$ cat config.mk
export PLATFORM = sky130hd
export DESIGN_NAME = burst_flash_read_interface
export DESIGN_NICKNAME = d
export VERILOG_FILES = /design/src/common/burst_flash_pkg.sv /design/src/design/sync2.sv /design/src/design/burst_counter.sv /design/src/design/burst_flash_read_interface.sv
export VERILOG_INCLUDE_DIRS = /design/src /design/src/common
export SDC_FILE = /design/constraint.sdc
export NUM_CORES = 1
export LEC_CHECK = 0
export BUFFER_PORTS_ARGS = -buffer_cell sky130_fd_sc_hd__buf_2
export CORE_UTILIZATION = 55
export DETAILED_ROUTE_END_ITERATION = 8
export GPL_TIMING_DRIVEN = 1
export PLACE_DENSITY_LB_ADDON = 0.25
export SYNTH_ARGS = -nofsm -noshare
export SYNTH_HDL_FRONTEND = slang
export SYNTH_HIERARCHICAL = 1
export SYNTH_SLANG_ARGS = --single-unit
$ cat constraint.sdc
create_clock -name sys_clk -period 3.1 [get_ports sys_clk]
set_clock_uncertainty 0.1 [all_clocks]
set_input_delay 0.31 -clock sys_clk [delete_from_list [all_inputs] [get_ports sys_clk]]
set_output_delay 0.31 -clock sys_clk [all_outputs]
set_load 0.1 [all_outputs]
$ cat src/common/burst_flash_regs.svh
/*
  Constants for the burst flash read interface: counter widths, reset
  values and timing counts. Assumes a 50 MHz system clock.
*/
`ifndef BURST_FLASH_REGS_SVH
`define BURST_FLASH_REGS_SVH

`define CLK_PERIOD_NS       20
`define BURST_CNT_W         5
`define BURST_CNT_RESET     5'h00
`define BURST_CNT_LAST      5'h1f
`define ADDR_W              19
`define DATA_W              16
`define SLEEP_EXTRA_NS      30
`define ACC_NS              80
`define SLEEP_CYCLES        ((`ACC_NS + `SLEEP_EXTRA_NS + `CLK_PERIOD_NS - 1) / `CLK_PERIOD_NS)
`define RESET_MIN_NS        500
`define RESET_MIN_CYCLES    ((`RESET_MIN_NS + `CLK_PERIOD_NS - 1) / `CLK_PERIOD_NS)
`define READY_NS            20000
`define READY_CYCLES        (`READY_NS / `CLK_PERIOD_NS)
`define RH_NS               50
`define RH_CYCLES           ((`RH_NS + `CLK_PERIOD_NS - 1) / `CLK_PERIOD_NS)
`define STATUS_TOGGLE_BIT   6
`define STATUS_POLL_BIT     7
`define ID_MFR_OFFSET       2'h0
`define ID_DEV_OFFSET       2'h1
`define ID_BURST_OFFSET     2'h3

`endif

$ cat src/common/burst_flash_pkg.sv
/*
  Types for the burst flash read interface.
  Assumes the constants header is included by the design files.
*/
package burst_flash_pkg;

  typedef enum logic [1:0] {
    MODE_ARRAY  = 2'b00,
    MODE_AUTOSEL = 2'b01,
    MODE_BYPASS = 2'b10
  } cmd_mode_t;

  typedef enum logic [1:0] {
    OP_NONE    = 2'b00,
    OP_PROGRAM = 2'b01,
    OP_ERASE   = 2'b10
  } op_kind_t;

endpackage : burst_flash_pkg

$ cat src/design/sync2.sv
/*
  Two-stage synchroniser for a bus of pin levels.
  Assumes inputs are asynchronous to sys_clk.
*/
`timescale 1ns/100ps
module sync2 #(
  parameter int W = 1
) (
  input  wire logic         sys_clk,
  input  wire logic         sys_rst,
  input  wire logic [W-1:0] pin,
  output logic      [W-1:0] level
);
  logic [W-1:0] meta;

  always_ff @(posedge sys_clk) begin
    if (sys_rst) begin
      meta  <= '1;
      level <= '1;
    end else begin
      meta  <= pin;
      level <= meta;
    end
  end
endmodule : sync2

$ cat src/design/burst_counter.sv
/*
  Five-bit burst word counter with wrap and last-word flag.
  Assumes load and advance already synchronised to sys_clk.
*/
`timescale 1ns/100ps
`include "burst_flash_regs.svh"
module burst_counter (
  input  wire logic                    sys_clk,
  input  wire logic                    sys_rst,
  input  wire logic                    clear,
  input  wire logic                    load,
  input  wire logic                    step,
  output logic [`BURST_CNT_W-1:0]      count,
  output logic                         at_last
);
  always_ff @(posedge sys_clk) begin
    if (sys_rst || clear || load) begin
      count <= `BURST_CNT_RESET;
    end else if (step) begin
      count <= count + 5'h01;
    end
  end

  assign at_last = (count == `BURST_CNT_LAST);

  a_count_wraps: assert property (@(posedge sys_clk) disable iff (sys_rst)
    (step && !load && !clear && at_last) |=> count == 5'h00)
    else $error("burst counter did not wrap");
endmodule : burst_counter

$ cat src/design/burst_flash_read_interface.sv
/*
  Device-side control of a burst-read parallel flash: mode tracking,
  burst address sequencing, suspend/resume, command decode, status,
  standby, sleep and hardware reset. The array is outside: it gets
  array_addr and returns array_data. Pins are asynchronous and are
  sampled through two flip-flops; burst clock edges are detected on
  the synchronised level, so the burst clock must run well below 25 MHz.
*/
// How it works
// - In asynchronous mode the clock, load and advance pins are ignored.
// - Burst mode starts only after the burst-enable command sequence.
// - First word after initial access; later words after each clock edge.
// - Counter clears to zero on load, increments per edge with advance low.
// - At counter all ones the last word shows with the end flag low.
// - Advance past the last word wraps the low five address bits.
// - Chip select high ends the burst but keeps burst mode.
// - Burst-disable command stops the burst and returns to async mode.
// - Hardware reset low aborts everything and returns to async mode.
// - The software reset command leaves burst mode untouched.
// - Output gate and advance high float outputs, word held inside.
// - Output gate low alone drives the same held word.
// - Gate and advance low resume; next edge gives the next word.
// - Unlock bypass programs a word in two writes instead of four.
// - Autoselect returns identification codes on the low data byte.
// - During program or erase, reads outside an active burst return status on the low byte.
// - Standby floats outputs; deselected program or erase keeps going.
// - Stable address for access time plus 30 ns enters sleep.
// - Reset low floats outputs, ignores accesses, returns to array read.
// - Reset during program keeps busy low until the ready time.
`timescale 1ns/100ps
`include "burst_flash_regs.svh"
module burst_flash_read_interface
  import burst_flash_pkg::*;
#(
  parameter int          READY_CYCLES = `READY_CYCLES,
  parameter int          OP_CYCLES    = 5000,
  parameter int          IACC_CYCLES  = 4,
  parameter logic [15:0] MFR_ID       = 16'h00a5, // Arbitrary value
  parameter logic [15:0] DEV_ID       = 16'h005a  // Arbitrary value
) (
  input  wire logic                sys_clk,
  input  wire logic                sys_rst,
  input  wire logic                chip_select_n,
  input  wire logic                output_gate_n,
  input  wire logic                write_strobe_n,
  input  wire logic                hw_reset_n,
  input  wire logic                burst_clk,
  input  wire logic                start_address_load_n,
  input  wire logic                burst_advance_n,
  input  wire logic [`ADDR_W-1:0]  addr,
  input  wire logic [`DATA_W-1:0]  data_in,
  input  wire logic [`DATA_W-1:0]  array_data,
  output logic      [`DATA_W-1:0]  data_out,
  output logic                     data_oe_n,
  output logic      [`ADDR_W-1:0]  array_addr,
  output logic                     last_word_flag_n,
  output logic                     ready_busy_n,
  output logic                     burst_mode,
  output logic                     asleep,
  output logic                     prog_req,
  output logic      [`DATA_W-1:0]  prog_data
);
  localparam int SLEEP_CYC = `SLEEP_CYCLES;
  localparam int RH_CYC    = `RH_CYCLES;

  typedef struct packed {
    logic                    burst;
    cmd_mode_t               mode;
    logic                    bypass;
    logic [2:0]              seq;
    op_kind_t                op;
    logic [15:0]             op_cnt;
    logic [15:0]             rdy_cnt;
    logic [3:0]              rh_cnt;
    logic                    in_burst;
    logic [3:0]              iacc;
    logic [`ADDR_W-1:0]      base;
    logic [`BURST_CNT_W-1:0] offs;
    logic [`DATA_W-1:0]      word;
    logic                    word_ok;
    logic                    word_last;
    logic                    toggle;
    logic [`ADDR_W-1:0]      last_addr;
    logic [3:0]              stable;
    logic                    we_prev;
    logic                    clk_prev;
    logic                    prog;
    logic [`DATA_W-1:0]      pdata;
  } state_t;

  state_t cur, next_cur;

  logic [6:0] pins;
  logic ce_n, oe_n, we_n, rst_n, bclk, load_n, adv_n;
  sync2 #(.W(7)) u_sync (
    .sys_clk (sys_clk),
    .sys_rst (sys_rst),
    .pin     ({chip_select_n, output_gate_n, write_strobe_n, hw_reset_n,
               burst_clk, start_address_load_n, burst_advance_n}),
    .level   (pins)
  );
  assign {ce_n, oe_n, we_n, rst_n, bclk, load_n, adv_n} = pins;

  logic edge_r, ld, stp, cnt_clear, at_last;
  logic [`BURST_CNT_W-1:0] count;
  logic wr_end;
  logic [7:0] cmd;

  assign edge_r = bclk && !cur.clk_prev;
  assign ld  = cur.burst && !ce_n && edge_r && !load_n;
  assign stp = cur.burst && cur.in_burst && !ce_n && edge_r
               && load_n && !adv_n;
  assign cnt_clear = !rst_n || !cur.burst;
  assign wr_end = !cur.we_prev && we_n && !ce_n && oe_n;
  assign cmd = data_in[7:0];

  burst_counter u_cnt (
    .sys_clk (sys_clk),
    .sys_rst (sys_rst),
    .clear   (cnt_clear),
    .load    (ld),
    .step    (stp),
    .count   (count),
    .at_last (at_last)
  );

  function automatic logic [15:0] dec_sat(input logic [15:0] v);
    dec_sat = (v == 16'h0000) ? 16'h0000 : v - 16'h0001;
  endfunction : dec_sat

  always_comb begin
    next_cur          = cur;
    next_cur.we_prev  = we_n;
    next_cur.clk_prev = bclk;
    next_cur.prog     = 1'b0;
    next_cur.op_cnt   = dec_sat(cur.op_cnt);
    next_cur.rdy_cnt  = dec_sat(cur.rdy_cnt);
    next_cur.rh_cnt   = (cur.rh_cnt == 4'h0) ? 4'h0 : cur.rh_cnt - 4'h1;
    if (cur.op != OP_NONE && cur.op_cnt == 16'h0001) begin
      next_cur.op = OP_NONE;
    end
    if (cur.op != OP_NONE) begin
      next_cur.toggle = ~cur.toggle;
    end
    // Sleep counter; free of control pins by design
    if (addr != cur.last_addr) begin
      next_cur.last_addr = addr;
      next_cur.stable    = 4'h0;
    end else if (cur.stable != 4'(SLEEP_CYC)) begin
      next_cur.stable = cur.stable + 4'h1;
    end
    if (!rst_n) begin
      next_cur.burst    = 1'b0;
      next_cur.in_burst = 1'b0;
      next_cur.mode     = MODE_ARRAY;
      next_cur.bypass   = 1'b0;
      next_cur.seq      = 3'h0;
      next_cur.word_ok  = 1'b0;
      next_cur.rh_cnt   = 4'(RH_CYC);
      if (cur.op != OP_NONE) begin
        next_cur.op      = OP_NONE;
        next_cur.rdy_cnt = 16'(READY_CYCLES);
      end
    end else begin
      if (ce_n) begin
        next_cur.in_burst = 1'b0;
      end
      if (ld) begin
        next_cur.base     = addr;
        next_cur.in_burst = 1'b1;
        next_cur.iacc     = 4'(IACC_CYCLES);
        next_cur.word_ok  = 1'b0;
      end else if (cur.iacc != 4'h0) begin
        next_cur.iacc = cur.iacc - 4'h1;
        if (cur.iacc == 4'h1) begin
          next_cur.word      = array_data;
          next_cur.word_ok   = 1'b1;
          next_cur.word_last = at_last;
        end
      end else if (cur.in_burst && cur.word_ok) begin
        next_cur.word      = array_data;
        next_cur.word_last = at_last;
      end
      if (wr_end && cur.rh_cnt == 4'h0) begin
        unique case (cur.seq)
          3'h0: begin
            if (cmd == 8'hf0) begin
              next_cur.mode = MODE_ARRAY;
            end else if (cur.bypass && cmd == 8'ha0) begin
              next_cur.seq = 3'h3;
            end else if (cmd == 8'haa) begin
              next_cur.seq = 3'h1;
            end
          end
          3'h1: next_cur.seq = (cmd == 8'h55) ? 3'h2 : 3'h0;
          3'h2: begin
            next_cur.seq = 3'h0;
            unique case (cmd)
              8'h90: next_cur.mode   = MODE_AUTOSEL;
              8'h20: next_cur.bypass = 1'b1;
              8'ha0: next_cur.seq    = 3'h3;
              8'h80: next_cur.seq    = 3'h4;
              8'h78: next_cur.burst  = 1'b1;
              8'h70: begin
                next_cur.burst    = 1'b0;
                next_cur.in_burst = 1'b0;
              end
              default: next_cur.mode = MODE_ARRAY;
            endcase
          end
          3'h3: begin
            next_cur.seq    = 3'h0;
            next_cur.prog   = 1'b1;
            next_cur.pdata  = data_in;
            next_cur.op     = OP_PROGRAM;
            next_cur.op_cnt = 16'(OP_CYCLES);
          end
          3'h4: next_cur.seq = (cmd == 8'haa) ? 3'h5 : 3'h0;
          3'h5: next_cur.seq = (cmd == 8'h55) ? 3'h6 : 3'h0;
          3'h6: begin
            next_cur.seq = 3'h0;
            if (cmd == 8'h10 || cmd == 8'h30) begin
              next_cur.op     = OP_ERASE;
              next_cur.op_cnt = 16'(OP_CYCLES);
            end
          end
          default: next_cur.seq = 3'h0;
        endcase
        if (cur.bypass && cur.seq == 3'h0 && cmd == 8'h90) begin
          next_cur.seq = 3'h7;
        end
        if (cur.seq == 3'h7) begin
          next_cur.seq    = 3'h0;
          next_cur.bypass = (cmd != 8'h00);
        end
      end
    end
  end

  always_ff @(posedge sys_clk) begin
    if (sys_rst) begin
      cur         <= '0;
      cur.we_prev <= 1'b1;
      cur.clk_prev <= 1'b1; // Synced clock resets high: no false edge
      cur.mode    <= MODE_ARRAY;
      cur.op      <= OP_NONE;
    end else begin
      cur <= next_cur;
    end
  end

  logic [`DATA_W-1:0] rd_val;
  logic               burst_drive, rd_ok;
  always_comb begin
    rd_val = array_data;
    if (cur.op != OP_NONE) begin
      rd_val = {8'h00, 1'b0, cur.toggle, 6'h00};
    end else if (cur.mode == MODE_AUTOSEL) begin
      unique case (addr[1:0])
        `ID_MFR_OFFSET:   rd_val = {8'h00, MFR_ID[7:0]};
        `ID_DEV_OFFSET:   rd_val = {8'h00, DEV_ID[7:0]};
        `ID_BURST_OFFSET: rd_val = {15'h0000, cur.burst};
        default:          rd_val = 16'h0000;
      endcase
    end
  end

  assign burst_drive = cur.burst && cur.in_burst && cur.word_ok;
  assign rd_ok = rst_n && !ce_n && !oe_n && we_n && cur.rh_cnt == 4'h0;

  always_ff @(posedge sys_clk) begin
    if (sys_rst) begin
      data_out         <= 16'h0000;
      data_oe_n        <= 1'b1;
      last_word_flag_n <= 1'b1;
    end else begin
      data_oe_n        <= !rd_ok;
      data_out         <= burst_drive ? cur.word : rd_val;
      last_word_flag_n <= !(rd_ok && burst_drive && cur.word_last);
    end
  end

  assign array_addr = cur.burst && cur.in_burst
                    ? {cur.base[`ADDR_W-1:`BURST_CNT_W],
                       cur.base[`BURST_CNT_W-1:0] + count}
                    : addr;
  assign ready_busy_n = (cur.op == OP_NONE) && (cur.rdy_cnt == 16'h0000);
  assign burst_mode   = cur.burst;
  assign asleep       = (cur.stable == 4'(SLEEP_CYC));
  assign prog_req     = cur.prog;
  assign prog_data    = cur.pdata;

  a_async_ignores: assert property (@(posedge sys_clk) disable iff (sys_rst)
    !cur.burst |-> !ld && !stp)
    else $error("burst pins acted in async mode");
  a_reset_exits: assert property (@(posedge sys_clk) disable iff (sys_rst)
    !rst_n |=> !cur.burst && cur.mode == MODE_ARRAY)
    else $error("reset did not leave burst mode");
  a_reset_floats: assert property (@(posedge sys_clk) disable iff (sys_rst)
    !rst_n |=> data_oe_n)
    else $error("outputs driven during reset");
  a_deselect_ends: assert property (@(posedge sys_clk) disable iff (sys_rst)
    ce_n && rst_n |=> !cur.in_burst && data_oe_n)
    else $error("burst survived chip deselect");
  a_flag_high: assert property (@(posedge sys_clk) disable iff (sys_rst)
    !$past(at_last, 2) |-> last_word_flag_n)
    else $error("end flag low off the last word");
  a_suspend_holds: assert property (@(posedge sys_clk) disable iff (sys_rst)
    (burst_drive && adv_n && $stable(count)) |=> $stable(cur.word))
    else $error("held burst word changed");
  a_busy_reset: assert property (@(posedge sys_clk) disable iff (sys_rst)
    (!rst_n && cur.op != OP_NONE) |=> !ready_busy_n [*3])
    else $error("busy released early after reset");
  a_soft_keep: assert property (@(posedge sys_clk) disable iff (sys_rst)
    (rst_n && wr_end && cur.seq == 3'h0 && cmd == 8'hf0) |=> $stable(cur.burst))
    else $error("reset command changed burst mode");
endmodule : burst_flash_read_interface

# Word level (Yosys, flattened, before mapping)
# Index checks and enable logic that the tools add are counted.
# totals
ff_bits	167
elab_cells	187
input_bits	60
out_inout_bits	57
# op_classes
mux	46
n_eq_ne	32
addsub	7
bitwise	4
n_reduce_logical	70
# ops
cell	n
16-bit two-way mux	9
18-bit two-way mux	3
8-bit == test (second input constant)	5
18-bit case mux with 2 select lines	1
16-bit zero test	2
16-bit by 1-bit subtractor with 16-bit output (second input constant)	2
1-bit logical AND	26
8-bit by 7-bit == test with 1-bit output (second input constant)	3
8-bit case mux with 3 select lines	1
20-bit two-way mux	1
19-bit two-way mux	1
19-bit != test	1
3-bit two-way mux	6
17-bit two-way mux	1
16-bit by 1-bit == test with 1-bit output (second input constant)	1
8-bit by 6-bit == test with 1-bit output (second input constant)	2
4-bit two-way mux	4
3-bit case mux with 5 select lines	1
2-bit nonzero test	7
3-bit == test (second input constant)	4
3-bit AND reduction	4
1-bit zero test	10
2-bit two-way mux	5
1-bit two-way mux	9
other kinds (32)	50

# Logic depth before layout (Yosys ltp)
# Gate-level depths: netlist of the first run.
# depth
ltp_word	8
ltp_mapped	9
ltp_nobuf	8

# Hierarchy
# Netlist of the first run, hierarchy kept.
# by_module_without_submodules
mod	n_inst	cells_per_inst	area_each_um2	seq_area_each_um2
burst_flash_read_interface	1	758	6660.1	2942.8
sync2	1	29	379.1	280.3
burst_counter	1	23	252.7	100.1

# Worst setup path before layout of the first run
# OpenSTA, ideal clock, no wires.
# synth_path
kind	register to output
start	reg cur (netlist bit burst_mode)
end	out array_addr[2]
path_slack_ns	-1.008
n_path_buf	1
path_stages_with_launch	4
t_arrival_ns	3.698
required_ns	2.690
path_cell_list	dfxtp_1 -> nand2_1 -> clkbuf_1 -> o21ai_0
# synth_between
elab_chain_len	2
# synth_lines
element	line	rtl
start, declared	burst_flash_read_interface.sv:91	state_t cur, next_cur;
start signal, assigned	burst_flash_read_interface.sv:248	cur <= next_cur;
1-bit logical AND	burst_flash_read_interface.sv:283	assign array_addr = cur.burst && cur.in_burst
19-bit two-way mux	burst_flash_read_interface.sv:283	
end, declared	burst_flash_read_interface.sv:55	output logic [`ADDR_W-1:0] array_addr,
# Every way passes these cells.

# Worst setup path in the final report of the first run
# layout_path
start	reg u_cnt.count[0]
end	out array_addr[4]
# layout_between
elab_chain_len	2
# layout_lines
element	line	rtl
start, declared	burst_counter.sv:13	output logic [`BURST_CNT_W-1:0] count,
start signal, assigned	burst_counter.sv:18	count <= `BURST_CNT_RESET;
start signal, assigned	burst_counter.sv:20	count <= count + 5'h01;
5-bit adder	burst_flash_read_interface.sv:285	cur.base[`BURST_CNT_W-1:0] + count}
19-bit two-way mux	burst_flash_read_interface.sv:283	
# Every way passes these cells.

==> results.rst, run 1 <==
.. list-table::
   :header-rows: 1

   * - Metric
     - Value
   * - R2R Path Start
     - burst_mode
   * - Pre-Repair DR Iteration Count
     - 5
   * - Leakage power total
     - between 3 and 4 nW
   * - Final weighted congestion of routability-driven global placement
     - 0.855
   * - Placed cell count
     - around 1.1k
   * - Global-route wire length before repair
     - 24.0 mm
   * - Remaining routing DRC violations
     - 0
   * - Critical path type
     - register to output port
   * - Footprint of the multi-input gates
     - ~3600 um^2
   * - Final-stage net count
     - just under 1k
   * - Total global-route track usage
     - roughly 22%
   * - Worst reg2reg path endpoint
     - data_out[6]
   * - Cell-by-cell trace of the critical path
     - ha_1 > inv_1 > fa_1 > inv_1 > a21o_1 > a21oi_1 > xnor2_1 > o21ai_1 > buf_2
   * - Maximum net fanout on the critical path
     - 4
   * - Max-slew headroom at the worst pin
     - about a quarter
   * - ANT nets after route
     - 0
   * - Number of synthesized flops with an enable pin
     - 0
   * - Number of ports placed on the die boundary
     - about 120
   * - Worst hold slack after final layout
     - approximately 15 ps
   * - Hold crit path type
     - input pin to register
   * - Most area-hungry cell type in the Yosys netlist
     - sky130_fd_sc_hd__dfxtp_1
   * - Most frequent CP cell
     - sky130_fd_sc_hd__inv_1
   * - Horizontal die dimension
     - around 120 um
   * - Post-DP HPWL
     - around 10 mm
   * - Via density
     - about 5.3
   * - Synthesis-stage register bit count
     - around 170
   * - Startpoint of the lowest-slack hold path
     - burst_advance_n
   * - Endpoints failing hold
     - 0
   * - Delay of the slowest cell on the worst path
     - around 450 ps
   * - Share of the clock period used by the worst path after layout
     - about nine tenths
   * - Outcome
     - finished, final reports clean
   * - Peak supply drop
     - 392 uV
   * - Layout cell share with drive strength beyond 1
     - 23.0%
   * - Worst R2R Setup Slack
     - a little under 800 ps
   * - Type of origin of the critical path
     - register
   * - TritonCTS clock tree
     - done
   * - Most repeated cell in the gate-level netlist after synthesis
     - sky130_fd_sc_hd__dfxtp_1
   * - Commonest cells post-synth
     - sky130_fd_sc_hd__dfxtp_1, sky130_fd_sc_hd__nand2_1, sky130_fd_sc_hd__nor2_1, sky130_fd_sc_hd__a21oi_1, sky130_fd_sc_hd__xnor2_1
   * - Synthesized instance count
     - slightly above 800
   * - Setup Fix Bufs, Post-CTS
     - 0
   * - Main area contributors after synthesis
     - sky130_fd_sc_hd__dfxtp_1, sky130_fd_sc_hd__nand2_1, sky130_fd_sc_hd__a21oi_1, sky130_fd_sc_hd__xnor2_1, sky130_fd_sc_hd__nor2_1
   * - Clock transition time at the flip-flop clock pins of the worst setup and hold paths
     - about 60 ps
   * - Highest clock frequency the design can meet
     - approximately 0.35 GHz
   * - Required time of the critical path
     - 2690 ps
   * - Sequential standard cell area
     - about 3300 um^2
   * - Area overhead of the layout relative to synthesis
     - 16.9%
   * - Yosys warning total
     - 6
   * - Beginning of the critical path
     - u_cnt/count[0]
   * - Antenna diode count
     - 0
   * - Library cells used by synthesis
     - 65
   * - Crit path max-delay cell type
     - sky130_fd_sc_hd__buf_2
   * - Number of global-route vias before repair
     - between 5k and 6k
   * - Power density over the cells
     - about 660 nW/um^2
   * - Ys async rst share
     - 0%
   * - Proportion of netlist area held by the largest area contributor
     - ~46%
   * - Total of buffers placed on input and output ports
     - approximately 120
   * - Max Cap Violations
     - 0
   * - Largest net degree at the start of global routing
     - 35
   * - Filler-free cell count of the finished design
     - approximately 1.1k
   * - Max clock buf depth
     - 2
   * - Vias
     - 5766
   * - Quantity of gates resized following cts
     - 0
   * - Leftover overflow at the end of global routing
     - 0
   * - Antenna violations before repair
     - 0
   * - Core Util, Final
     - approximately 67%
   * - Number of CTS-inserted buffers
     - 17
   * - Capture point of the critical path
     - array_addr[4]
   * - RSZ-0062 raised after global routing
     - no
   * - Final max-slew violation count
     - 0
   * - Worst EP arrival
     - approximately 2400 ps
   * - Fillcell total
     - approximately 1.1k
   * - WL per Instance
     - roughly 14 um
   * - Post-synth design cell area
     - around 7300 um^2
   * - Post-Route WL
     - ~15 mm
   * - Final setup vio count
     - 0
   * - Actual slew at the worst max-slew pin
     - 1110 ps
   * - Clock H-tree levels
     - 4
   * - Most frequently used flop master after synthesis
     - sky130_fd_sc_hd__dfxtp_1
   * - Total cell area at the placement stage
     - between 7000 and 8000 um^2
   * - Mean post-synth cell area
     - roughly 9 um^2
   * - Final instance area
     - 8520 um^2
   * - Sort of element at the end of the critical path
     - output port
   * - CORE AREA
     - 12800 um^2
   * - Die Span Y
     - ~120 um
   * - Post-synthesis sequential area ratio
     - a little under half
   * - Initial core utilization
     - 57.1%
   * - Clk sinks
     - about 170
   * - Cell chosen for the clock root
     - sky130_fd_sc_hd__clkbuf_16
   * - Worst-skew pair later-pin latency
     - around 420 ps
   * - Number of core rows
     - 41
   * - Starting DRT DRC Count
     - approximately 240
   * - Post-synth net total
     - 886
   * - Tmin final
     - between 2000 and 3000 ps
   * - Worst-case reg-to-reg path depth
     - 4
   * - Full die area
     - 13700 um^2
[worst min-delay path by stage]
stage / to / depth (start not counted)
2_1_floorplan: last_word_flag_n / 1
3_3_place_gp: last_word_flag_n / 1
3_5_place_dp: last_word_flag_n / 1
4_1_cts: u_sync/meta[0] / 2
5_1_grt: u_sync/meta[0] / 2
6_report: u_sync/meta[0] / 2
[metrics by stage]
step	worst slack (ps)	setup TNS, ps	power, mW
after global routing	133	0	5.88
after global placement	758	0	3.55
after detailed placement	717	0	3.57
final	275	0	5.61
after floorplan	-259	-1030	3.35
after CTS	251	0	5.65
[power by group]
part           total, mW  internal, mW  switching [mW]
logic               1.09         0.407           0.688
registers           2.44          2.30           0.137
clock network       2.08          1.21           0.866
[cells in the final DEF (no fill, tap or decap), types with 6 or more instances in the layout]
cell type | synthesis | final
sky130_fd_sc_hd__dfxtp_1 | 166 | 166
sky130_fd_sc_hd__buf_2 | 5 | 115
sky130_fd_sc_hd__nand2_1 | 104 | 104
sky130_fd_sc_hd__nor2_1 | 68 | 68
sky130_fd_sc_hd__a21oi_1 | 58 | 58
sky130_fd_sc_hd__xnor2_1 | 33 | 33
sky130_fd_sc_hd__nand3_1 | 30 | 30
sky130_fd_sc_hd__nor3_1 | 29 | 27
sky130_fd_sc_hd__nor2b_1 | 23 | 23
sky130_fd_sc_hd__xor2_1 | 22 | 22
sky130_fd_sc_hd__o21ai_0 | 24 | 20
sky130_fd_sc_hd__mux2i_1 | 19 | 19
sky130_fd_sc_hd__clkbuf_16 | 0 | 17
sky130_fd_sc_hd__mux2_2 | 16 | 16
sky130_fd_sc_hd__inv_1 | 15 | 15
sky130_fd_sc_hd__ha_1 | 15 | 15
sky130_fd_sc_hd__or2_1 | 14 | 14
sky130_fd_sc_hd__nor4_1 | 11 | 10
sky130_fd_sc_hd__a31oi_1 | 10 | 10
sky130_fd_sc_hd__nor2_2 | 10 | 10
sky130_fd_sc_hd__buf_4 | 19 | 10
sky130_fd_sc_hd__nand4_1 | 9 | 9
sky130_fd_sc_hd__a22oi_1 | 8 | 8
sky130_fd_sc_hd__nor3b_1 | 6 | 6
sky130_fd_sc_hd__dlygate4sd3_1 | 0 | 6
[logic make-up after synthesis]
family	after synthesis	share of synthesized area (%)
adders and majority gates	16	2.85
and+or+nand+nor	350	24.9
xor gates and xnor gates	55	6.61
muxes	35	5.08
buffers and inverters	67	4.92
DFF	166	45.6
AOI/OAI and AO/OA	121	10.0
[worst max-delay path: cells and delay by family, from the launching register on]
| kind | cells | cell delay [ps] |
|---|---|---|
| xor gates and xnor gates | 1 | 130 |
| AOI/OAI and AO/OA | 3 | 300 |
| adders and majority gates | 2 | 590 |
| buffers and inverters | 3 | 580 |
| DFF | 1 | 390 |
[state kept, by name (all words and copies together) (netlist names)]
signal            flops
burst_mode            1
cur                 111
data_oe_n             1
data_out             16
last_word_flag_n      1
prog_data            16
prog_req              1
u_cnt/count           5
u_sync/level          7
u_sync/meta           7
[metal layers]
layer	share of wire, %	up-vias	wire [um]	track usage, %
met2	49	94	7400	37.8
met4	1.1	0	167	6.84
met1	46	2696	6900	28.5
li1	-	2963	-	-
met5	0	-	0	0
met3	4.0	13	602	5.46
[repair_timing]
item                                   in CTS  in global routing
setup endpoints to repair                   0                  0
endpoints found under the hold margin       6                  0
hold buffers                                6                  0
[area by class of cell]
class	instances	share of cell area, %
multi-input cells	577	42.5
flip-flops and latches	166	39.0
repair buffers	131	8.34
clock buffers	18	5.15
well taps	172	2.53
clock inverters	14	1.78
inverters	15	0.661
Note: power is estimated with default switching activity, not from simulation.
==> inputs of run 2 (changes only) <==
Settings changed: RECOVER_POWER set to 50.
==> results.rst, run 2 (synthesized netlist as in run 1, its figures left out) <==
.. list-table::
   :header-rows: 1

   * - Metric
     - Value
   * - Outcome
     - finished, final reports clean
   * - Clock H-tree levels
     - 4 (unchanged)
   * - Worst-case reg-to-reg path depth
     - 4 (unchanged)
   * - Setup Fix Bufs, Post-CTS
     - 0 (unchanged)
   * - Startpoint of the lowest-slack hold path
     - burst_advance_n
   * - Max Cap Violations
     - 0 (unchanged)
   * - Antenna violations before repair
     - 0 (unchanged)
   * - Worst EP arrival
     - 2420 ps (about the same)
   * - Area overhead of the layout relative to synthesis
     - 16.0%
   * - Final setup vio count
     - 0 (unchanged)
   * - Clock power share
     - 37.0% (about the same)
   * - Remaining routing DRC violations
     - 0 (unchanged)
   * - Delay of the slowest cell on the worst path
     - 450 ps (about the same)
   * - Final-stage net count
     - 984 (unchanged)
   * - Final weighted congestion of routability-driven global placement
     - 0.855 (unchanged)
   * - RSZ-0062 raised after global routing
     - no
   * - Net switching fraction of the power
     - 30.1% (about the same)
   * - Via density
     - 5.31 (+0.71%)
   * - Worst hold slack after final layout
     - 17.9 ps (+3.39 ps)
   * - Reported net switching power
     - 1.69 mW (about the same)
   * - Worst reg2reg path endpoint
     - data_out[6]
   * - Antenna diode count
     - 0 (unchanged)
   * - Post-Route WL
     - 15.1 mm (+0.33%)
   * - Final max-slew violation count
     - 0 (unchanged)
   * - Post-route total power
     - 5.61 mW (about the same)
   * - Highest clock frequency the design can meet
     - 0.354 GHz (-0.14%)
   * - Register share of total power
     - 43.5% (about the same)
   * - Tmin final
     - 2830 ps (+4.06 ps)
   * - Max clock buf depth
     - 2 (unchanged)
   * - Peak supply drop
     - 388 uV (-1.0%)
   * - Type of origin of the critical path
     - register
   * - Vias
     - 5807 (+0.71%)
   * - Total global-route track usage
     - 22.5% (unchanged)
   * - Post-DP HPWL
     - 10.5 mm (unchanged)
   * - Footprint of the multi-input gates
     - 3620 um^2 (-0.24%)
   * - Combinational power share
     - 19.5% (about the same)
   * - Full die area
     - 13700 um^2 (unchanged)
   * - Clock transition time at the flip-flop clock pins of the worst setup and hold paths
     - 60 ps (about the same)
   * - Leading cell type in the layout, fill and taps excluded
     - sky130_fd_sc_hd__dfxtp_1
   * - Core Util, Final
     - 66.2% (-0.51 points)
   * - Global-route wire length before repair
     - 24.0 mm (unchanged)
   * - Register name with the most flops
     - cur
   * - Sort of element at the end of the critical path
     - output port
   * - Beginning of the critical path
     - u_cnt/count[0]
   * - Most frequent CP cell
     - sky130_fd_sc_hd__inv_1
   * - Max-slew headroom at the worst pin
     - 13.7% (-12 points)
   * - Total cell area at the placement stage
     - 7870 um^2 (unchanged)
   * - Kind of cell adding the most delay to the critical path
     - adder cells
   * - Starting DRT DRC Count
     - 252 (+4.6%)
   * - Top library cells by usage in the layout, fill and taps aside
     - sky130_fd_sc_hd__dfxtp_1, sky130_fd_sc_hd__nand2_1, sky130_fd_sc_hd__buf_2
   * - Die Span Y
     - 117 um (unchanged)
   * - Clk sinks
     - 166 (unchanged)
   * - Actual slew at the worst max-slew pin
     - 1290 ps (+185 ps)
   * - Required time of the critical path
     - 2690 ps (about the same)
   * - Pre-Repair DR Iteration Count
     - 5 (unchanged)
   * - Number of core rows
     - 41 (unchanged)
   * - Layout cell share with drive strength beyond 1
     - 18.6% (-4.5 points)
   * - Share of the clock period used by the worst path after layout
     - 91.2% (+0.13 points)
   * - Number of CTS-inserted buffers
     - 17 (unchanged)
   * - Number of global-route vias before repair
     - 5152 (unchanged)
   * - Worst-skew pair later-pin latency
     - 420 ps (about the same)
   * - ANT nets after route
     - 0 (unchanged)
   * - Maximum net fanout on the critical path
     - 4 (unchanged)
   * - Leftover overflow at the end of global routing
     - 0 (unchanged)
   * - Cell depth of the worst hold path
     - 2 (unchanged)
   * - TritonCTS clock tree
     - done
   * - Horizontal die dimension
     - 117 um (unchanged)
   * - Final instance area
     - 8460 um^2 (-0.76%)
   * - Cell chosen for the clock root
     - sky130_fd_sc_hd__clkbuf_16
   * - Hold crit path type
     - input pin to register
   * - Power density over the cells
     - 663 nW/um^2 (+0.68%)
   * - Largest net degree at the start of global routing
     - 35 (unchanged)
   * - Hold-critical path endpoint
     - u_sync/meta[0]
   * - Initial core utilization
     - 57.1% (unchanged)
   * - R2R Path Start
     - burst_mode
   * - Number of ports placed on the die boundary
     - 117 (unchanged)
   * - CORE AREA
     - 12800 um^2 (unchanged)
   * - Fillcell total
     - 1080 (+2.7%)
   * - Endpoints failing hold
     - 0 (unchanged)
   * - Sequential standard cell area
     - 3320 um^2 (unchanged)
   * - Leakage power total
     - 3.43 nW (-4.2%)
   * - Total of buffers placed on input and output ports
     - 116 (unchanged)
   * - Worst R2R Setup Slack
     - 800 ps (about the same)
   * - Cell-internal power
     - 3.92 mW (-0.11%)
   * - Cell-by-cell trace of the critical path
     - ha_1 > inv_1 > fa_1 > inv_1 > a21o_1 > a21oi_1 > xnor2_1 > o21ai_1 > buf_2
   * - CP Buf/Inv Count
     - 3 (unchanged)
   * - Cell depth of the worst setup path
     - 9 (unchanged)
   * - Critical path type
     - register to output port
   * - Setup tns final
     - 0 ps (unchanged)
   * - Crit path max-delay cell type
     - sky130_fd_sc_hd__buf_2
   * - Max FFs per register
     - 111 (unchanged)
   * - WL per Instance
     - 13.8 um (+0.33%)
[run 2: changes by cell type in the layout (fill, tap and decap cells not counted)]
cell / previous run / this run
sky130_fd_sc_hd__or3_1: 5 / 6
sky130_fd_sc_hd__buf_4: 10 / 7
sky130_fd_sc_hd__clkbuf_1: 0 / 39
sky130_fd_sc_hd__buf_2: 115 / 79
sky130_fd_sc_hd__a21oi_2: 1 / 0
sky130_fd_sc_hd__or3_4: 1 / 0
sky130_fd_sc_hd__a21oi_1: 58 / 59
[run 2: what timing repair did]
action                                 4_1_cts  5_1_grt
endpoints found under the hold margin        6        0
hold buffers                                 6        0
gates resized for setup                      0        0
[run 2: power by group through the flow]
stage          registers [mW]  clock network (mW)  logic [mW]
4_1_cts                  2.44                2.11        1.11
5_1_grt                  2.46                2.19        1.22
3_5_place_dp             2.48                   0        1.09
6_report                 2.44                2.08        1.09
2_1_floorplan            2.53                   0       0.813
3_3_place_gp             2.48                   0        1.07
[run 2: how the worst max path moves through the flow]
stage                          endpoint  slack, ps
final                     array_addr[4]        270
after global placement    array_addr[4]        760
after CTS                 array_addr[4]        250
after detailed placement  array_addr[4]        720
after global routing      array_addr[4]        130
after floorplan           array_addr[2]       -260
[run 2: layout make-up]
| type | instances | area share [%] |
|---|---|---|
| Inverter | 15 | 0.666 |
| Tap cell | 172 | 2.54 |
| Sequential cell | 166 | 39.3 |
| Clock inverter | 14 | 1.79 |
| Clock buffer | 18 | 5.19 |
| Timing Repair Buffer | 131 | 7.74 |
| Multi-Input combinational cell | 577 | 42.8 |
[run 2: per-layer routing]
metal / global-route usage, % / wire length, um / vias to the layer above
met5: 0 / 0 / -
met4: 6.84 / 152 / 0
met3: 5.46 / 517 / 13
met2: 37.8 / 7340 / 98
met1: 28.5 / 7110 / 2735
li1: - / - / 2961
[run 2: stage by stage]
step                      setup WS, ps  std cells
after floorplan                   -259        810
after global placement             758       1055
after detailed placement           717       1055
after CTS                          251       1093
after global routing               133       1093
final                              271       1093
==> inputs of run 3 (changes only) <==
==> constraint.sdc (replaced) <==
create_clock -name sys_clk -period 3.1 [get_ports sys_clk]
set_clock_uncertainty 0.1 [all_clocks]
set_input_delay 0.465 -clock sys_clk [delete_from_list [all_inputs] [get_ports sys_clk]]
set_output_delay 0.465 -clock sys_clk [all_outputs]
set_load 0.1 [all_outputs]
==> results.rst, run 3 (synthesized netlist as in run 1, its figures left out) <==
.. list-table::
   :header-rows: 1

   * - Metric
     - Value
   * - Setup tns final
     - 0 ps (unchanged)
   * - Max-slew headroom at the worst pin
     - -28.2% (-42 points)
   * - Largest net degree at the start of global routing
     - 48 (+37%)
   * - Total of buffers placed on input and output ports
     - 116 (unchanged)
   * - Worst-skew pair later-pin latency
     - 420 ps (about the same)
   * - Total length of routed met3 wires
     - 552 um (+6.8%)
   * - Peak supply drop
     - 406 uV (+4.6%)
   * - Area overhead of the layout relative to synthesis
     - 15.7%
   * - Final-stage net count
     - 980 (-0.41%)
   * - Core Util, Final
     - 66.1% (-0.14 points)
   * - Final setup vio count
     - 0 (unchanged)
   * - Setup Fix Bufs, Post-CTS
     - 0 (unchanged)
   * - Worst EP arrival
     - 2290 ps (-130 ps)
   * - Vias
     - 5826 (+0.33%)
   * - Critical path type
     - register to output port
   * - Initial core utilization
     - 57.1% (unchanged)
   * - Number of global-route vias before repair
     - 5226 (+1.4%)
   * - Final weighted congestion of routability-driven global placement
     - 0.870 (+1.7%)
   * - Global-route wire length before repair
     - 24.6 mm (+2.4%)
   * - Antenna diode count
     - 0 (unchanged)
   * - Clock H-tree levels
     - 4 (unchanged)
   * - Final instance area
     - 8440 um^2 (-0.21%)
   * - Leakage power total
     - 3.44 nW (+0.18%)
   * - Clk sinks
     - 166 (unchanged)
   * - Required time of the critical path
     - 2530 ps (-160 ps)
   * - Quantity of gates resized following cts
     - 0 (unchanged)
   * - Via density
     - 5.35 (+0.70%)
   * - Worst-case setup margin in the final layout
     - 247 ps (-24.7 ps)
   * - CORE AREA
     - 12800 um^2 (unchanged)
   * - Max Cap Violations
     - 1 (+1)
   * - Total length of routed met2 wires
     - 7.37 mm (+0.37%)
   * - Total cell area at the placement stage
     - 7890 um^2 (+0.19%)
   * - Power density over the cells
     - 674 nW/um^2 (+1.7%)
   * - TritonCTS clock tree
     - done
   * - RSZ-0062 raised after global routing
     - no
   * - Outcome
     - complete, but fails checks
   * - Share of the clock period used by the worst path after layout
     - 92.0% (+0.80 points)
   * - Antenna violations before repair
     - 0 (unchanged)
   * - Dpl ws
     - 596 ps (-121 ps)
   * - Type of origin of the critical path
     - register
   * - Leading cell type in the layout, fill and taps excluded
     - sky130_fd_sc_hd__dfxtp_1
   * - Total global-route track usage
     - 23.1% (+0.64 points)
   * - Failing checks
     - max-capacitance violations, max-slew violations
   * - Hold crit path type
     - input pin to register
   * - Actual slew at the worst max-slew pin
     - 1920 ps (+628 ps)
   * - Top library cells by usage in the layout, fill and taps aside
     - sky130_fd_sc_hd__dfxtp_1, sky130_fd_sc_hd__nand2_1, sky130_fd_sc_hd__buf_2
   * - Post-DP HPWL
     - 10.3 mm (-1.4%)
   * - WL per Instance
     - 13.8 um (about the same)
   * - Hold buffers post-CTS
     - 0 (-6)
   * - Horizontal die dimension
     - 117 um (unchanged)
   * - Remaining routing DRC violations
     - 0 (unchanged)
   * - Die Span Y
     - 117 um (unchanged)
   * - Metal1 wirelength
     - 6.97 mm (-2.0%)
   * - Highest metal layer used by the detailed router
     - met4
   * - Layout cell share with drive strength beyond 1
     - 19.1% (+0.52 points)
   * - Full die area
     - 13700 um^2 (unchanged)
   * - Maximum net fanout on the critical path
     - 4 (unchanged)
   * - Number of CTS-inserted buffers
     - 17 (unchanged)
   * - Max clock buf depth
     - 2 (unchanged)
   * - Sort of element at the end of the critical path
     - output port
   * - Max FFs per register
     - 111 (unchanged)
   * - Cell chosen for the clock root
     - sky130_fd_sc_hd__clkbuf_16
   * - Final max-slew violation count
     - 48 (+48)
   * - Highest clock frequency the design can meet
     - 0.350 GHz (-0.86%)
   * - Number of core rows
     - 41 (unchanged)
   * - Leftover overflow at the end of global routing
     - 0 (unchanged)
   * - Worst hold slack after final layout
     - 112 ps (+94.1 ps)
   * - Post-Route WL
     - 15.1 mm (-0.35%)
   * - Number of ports placed on the die boundary
     - 117 (unchanged)
   * - Clock transition time at the flip-flop clock pins of the worst setup and hold paths
     - 60 ps (about the same)
   * - Tmin final
     - 2850 ps (+24.7 ps)
   * - Register name with the most flops
     - cur
   * - ANT nets after route
     - 0 (unchanged)
   * - Pre-Repair DR Iteration Count
     - 5 (unchanged)
   * - Endpoints failing hold
     - 0 (unchanged)
   * - Starting DRT DRC Count
     - 291 (+15%)
run 3: cell types whose count changed in the layout (fill, tap and decap cells not counted), sizes merged:
| cell | delta |
|---|---|
| buf | +2 |
| bufinv | +1 |
| clkinv | -1 |
| clkinvlp | -1 |
| dlygate4sd3 | -6 |
| inv | +1 |
run 3: per-layer routing:
metal / vias to the layer above / global-route usage (%)
li1: 2958 / -
met1: 2735 / 29.9
met2: 119 / 38.1
met3: 14 / 5.20
met4: 0 / 8.02
met5: - / 0
run 3: worst paths after layout:
path / startpoint / to / slack [ps] / cells past startpoint
min: output_gate_n / u_sync/meta[5] / 110 / 2
max: u_cnt/count[0] / array_addr[4] / 250 / 9
min reg2reg: u_sync/meta[0] / u_sync/level[0] / 300 / 1
max reg2reg: cur[90] / cur[114] / 930 / 6
run 3: power by group:
part | switching, mW | total (mW) | internal, mW | leakage [nW]
sequential | 0.134 | 2.44 | 2.30 | 1.35
clock | 0.860 | 2.15 | 1.29 | 0.289
combinational | 0.700 | 1.10 | 0.397 | 1.79
run 3: layout make-up:
type	instances	area, um^2
Tap cell	172	215
Clock inverter	14	174
Inverter	15	56.3
Fill cell	1112	4330
Sequential cell	166	3320
Multi-Input combinational cell	577	3620
Clock buffer	18	439
Timing Repair Buffer	127	614
run 3: worst max-delay path, cell delays in order (launching register included):
cell                       delay (ps)
sky130_fd_sc_hd__dfxtp_1          380
sky130_fd_sc_hd__ha_1             190
sky130_fd_sc_hd__inv_1             60
sky130_fd_sc_hd__fa_1             400
sky130_fd_sc_hd__inv_1             70
sky130_fd_sc_hd__a21o_1           110
sky130_fd_sc_hd__a21oi_1           70
sky130_fd_sc_hd__xnor2_1          120
sky130_fd_sc_hd__o21ai_1          120
sky130_fd_sc_hd__clkbuf_4         340
run 3: per-stage QoR:
step,power [mW],instances
3_3_place_gp,3.55,1057
4_1_cts,5.73,1089
2_1_floorplan,3.35,810
6_report,5.69,1089
3_5_place_dp,3.57,1057
5_1_grt,5.96,1089
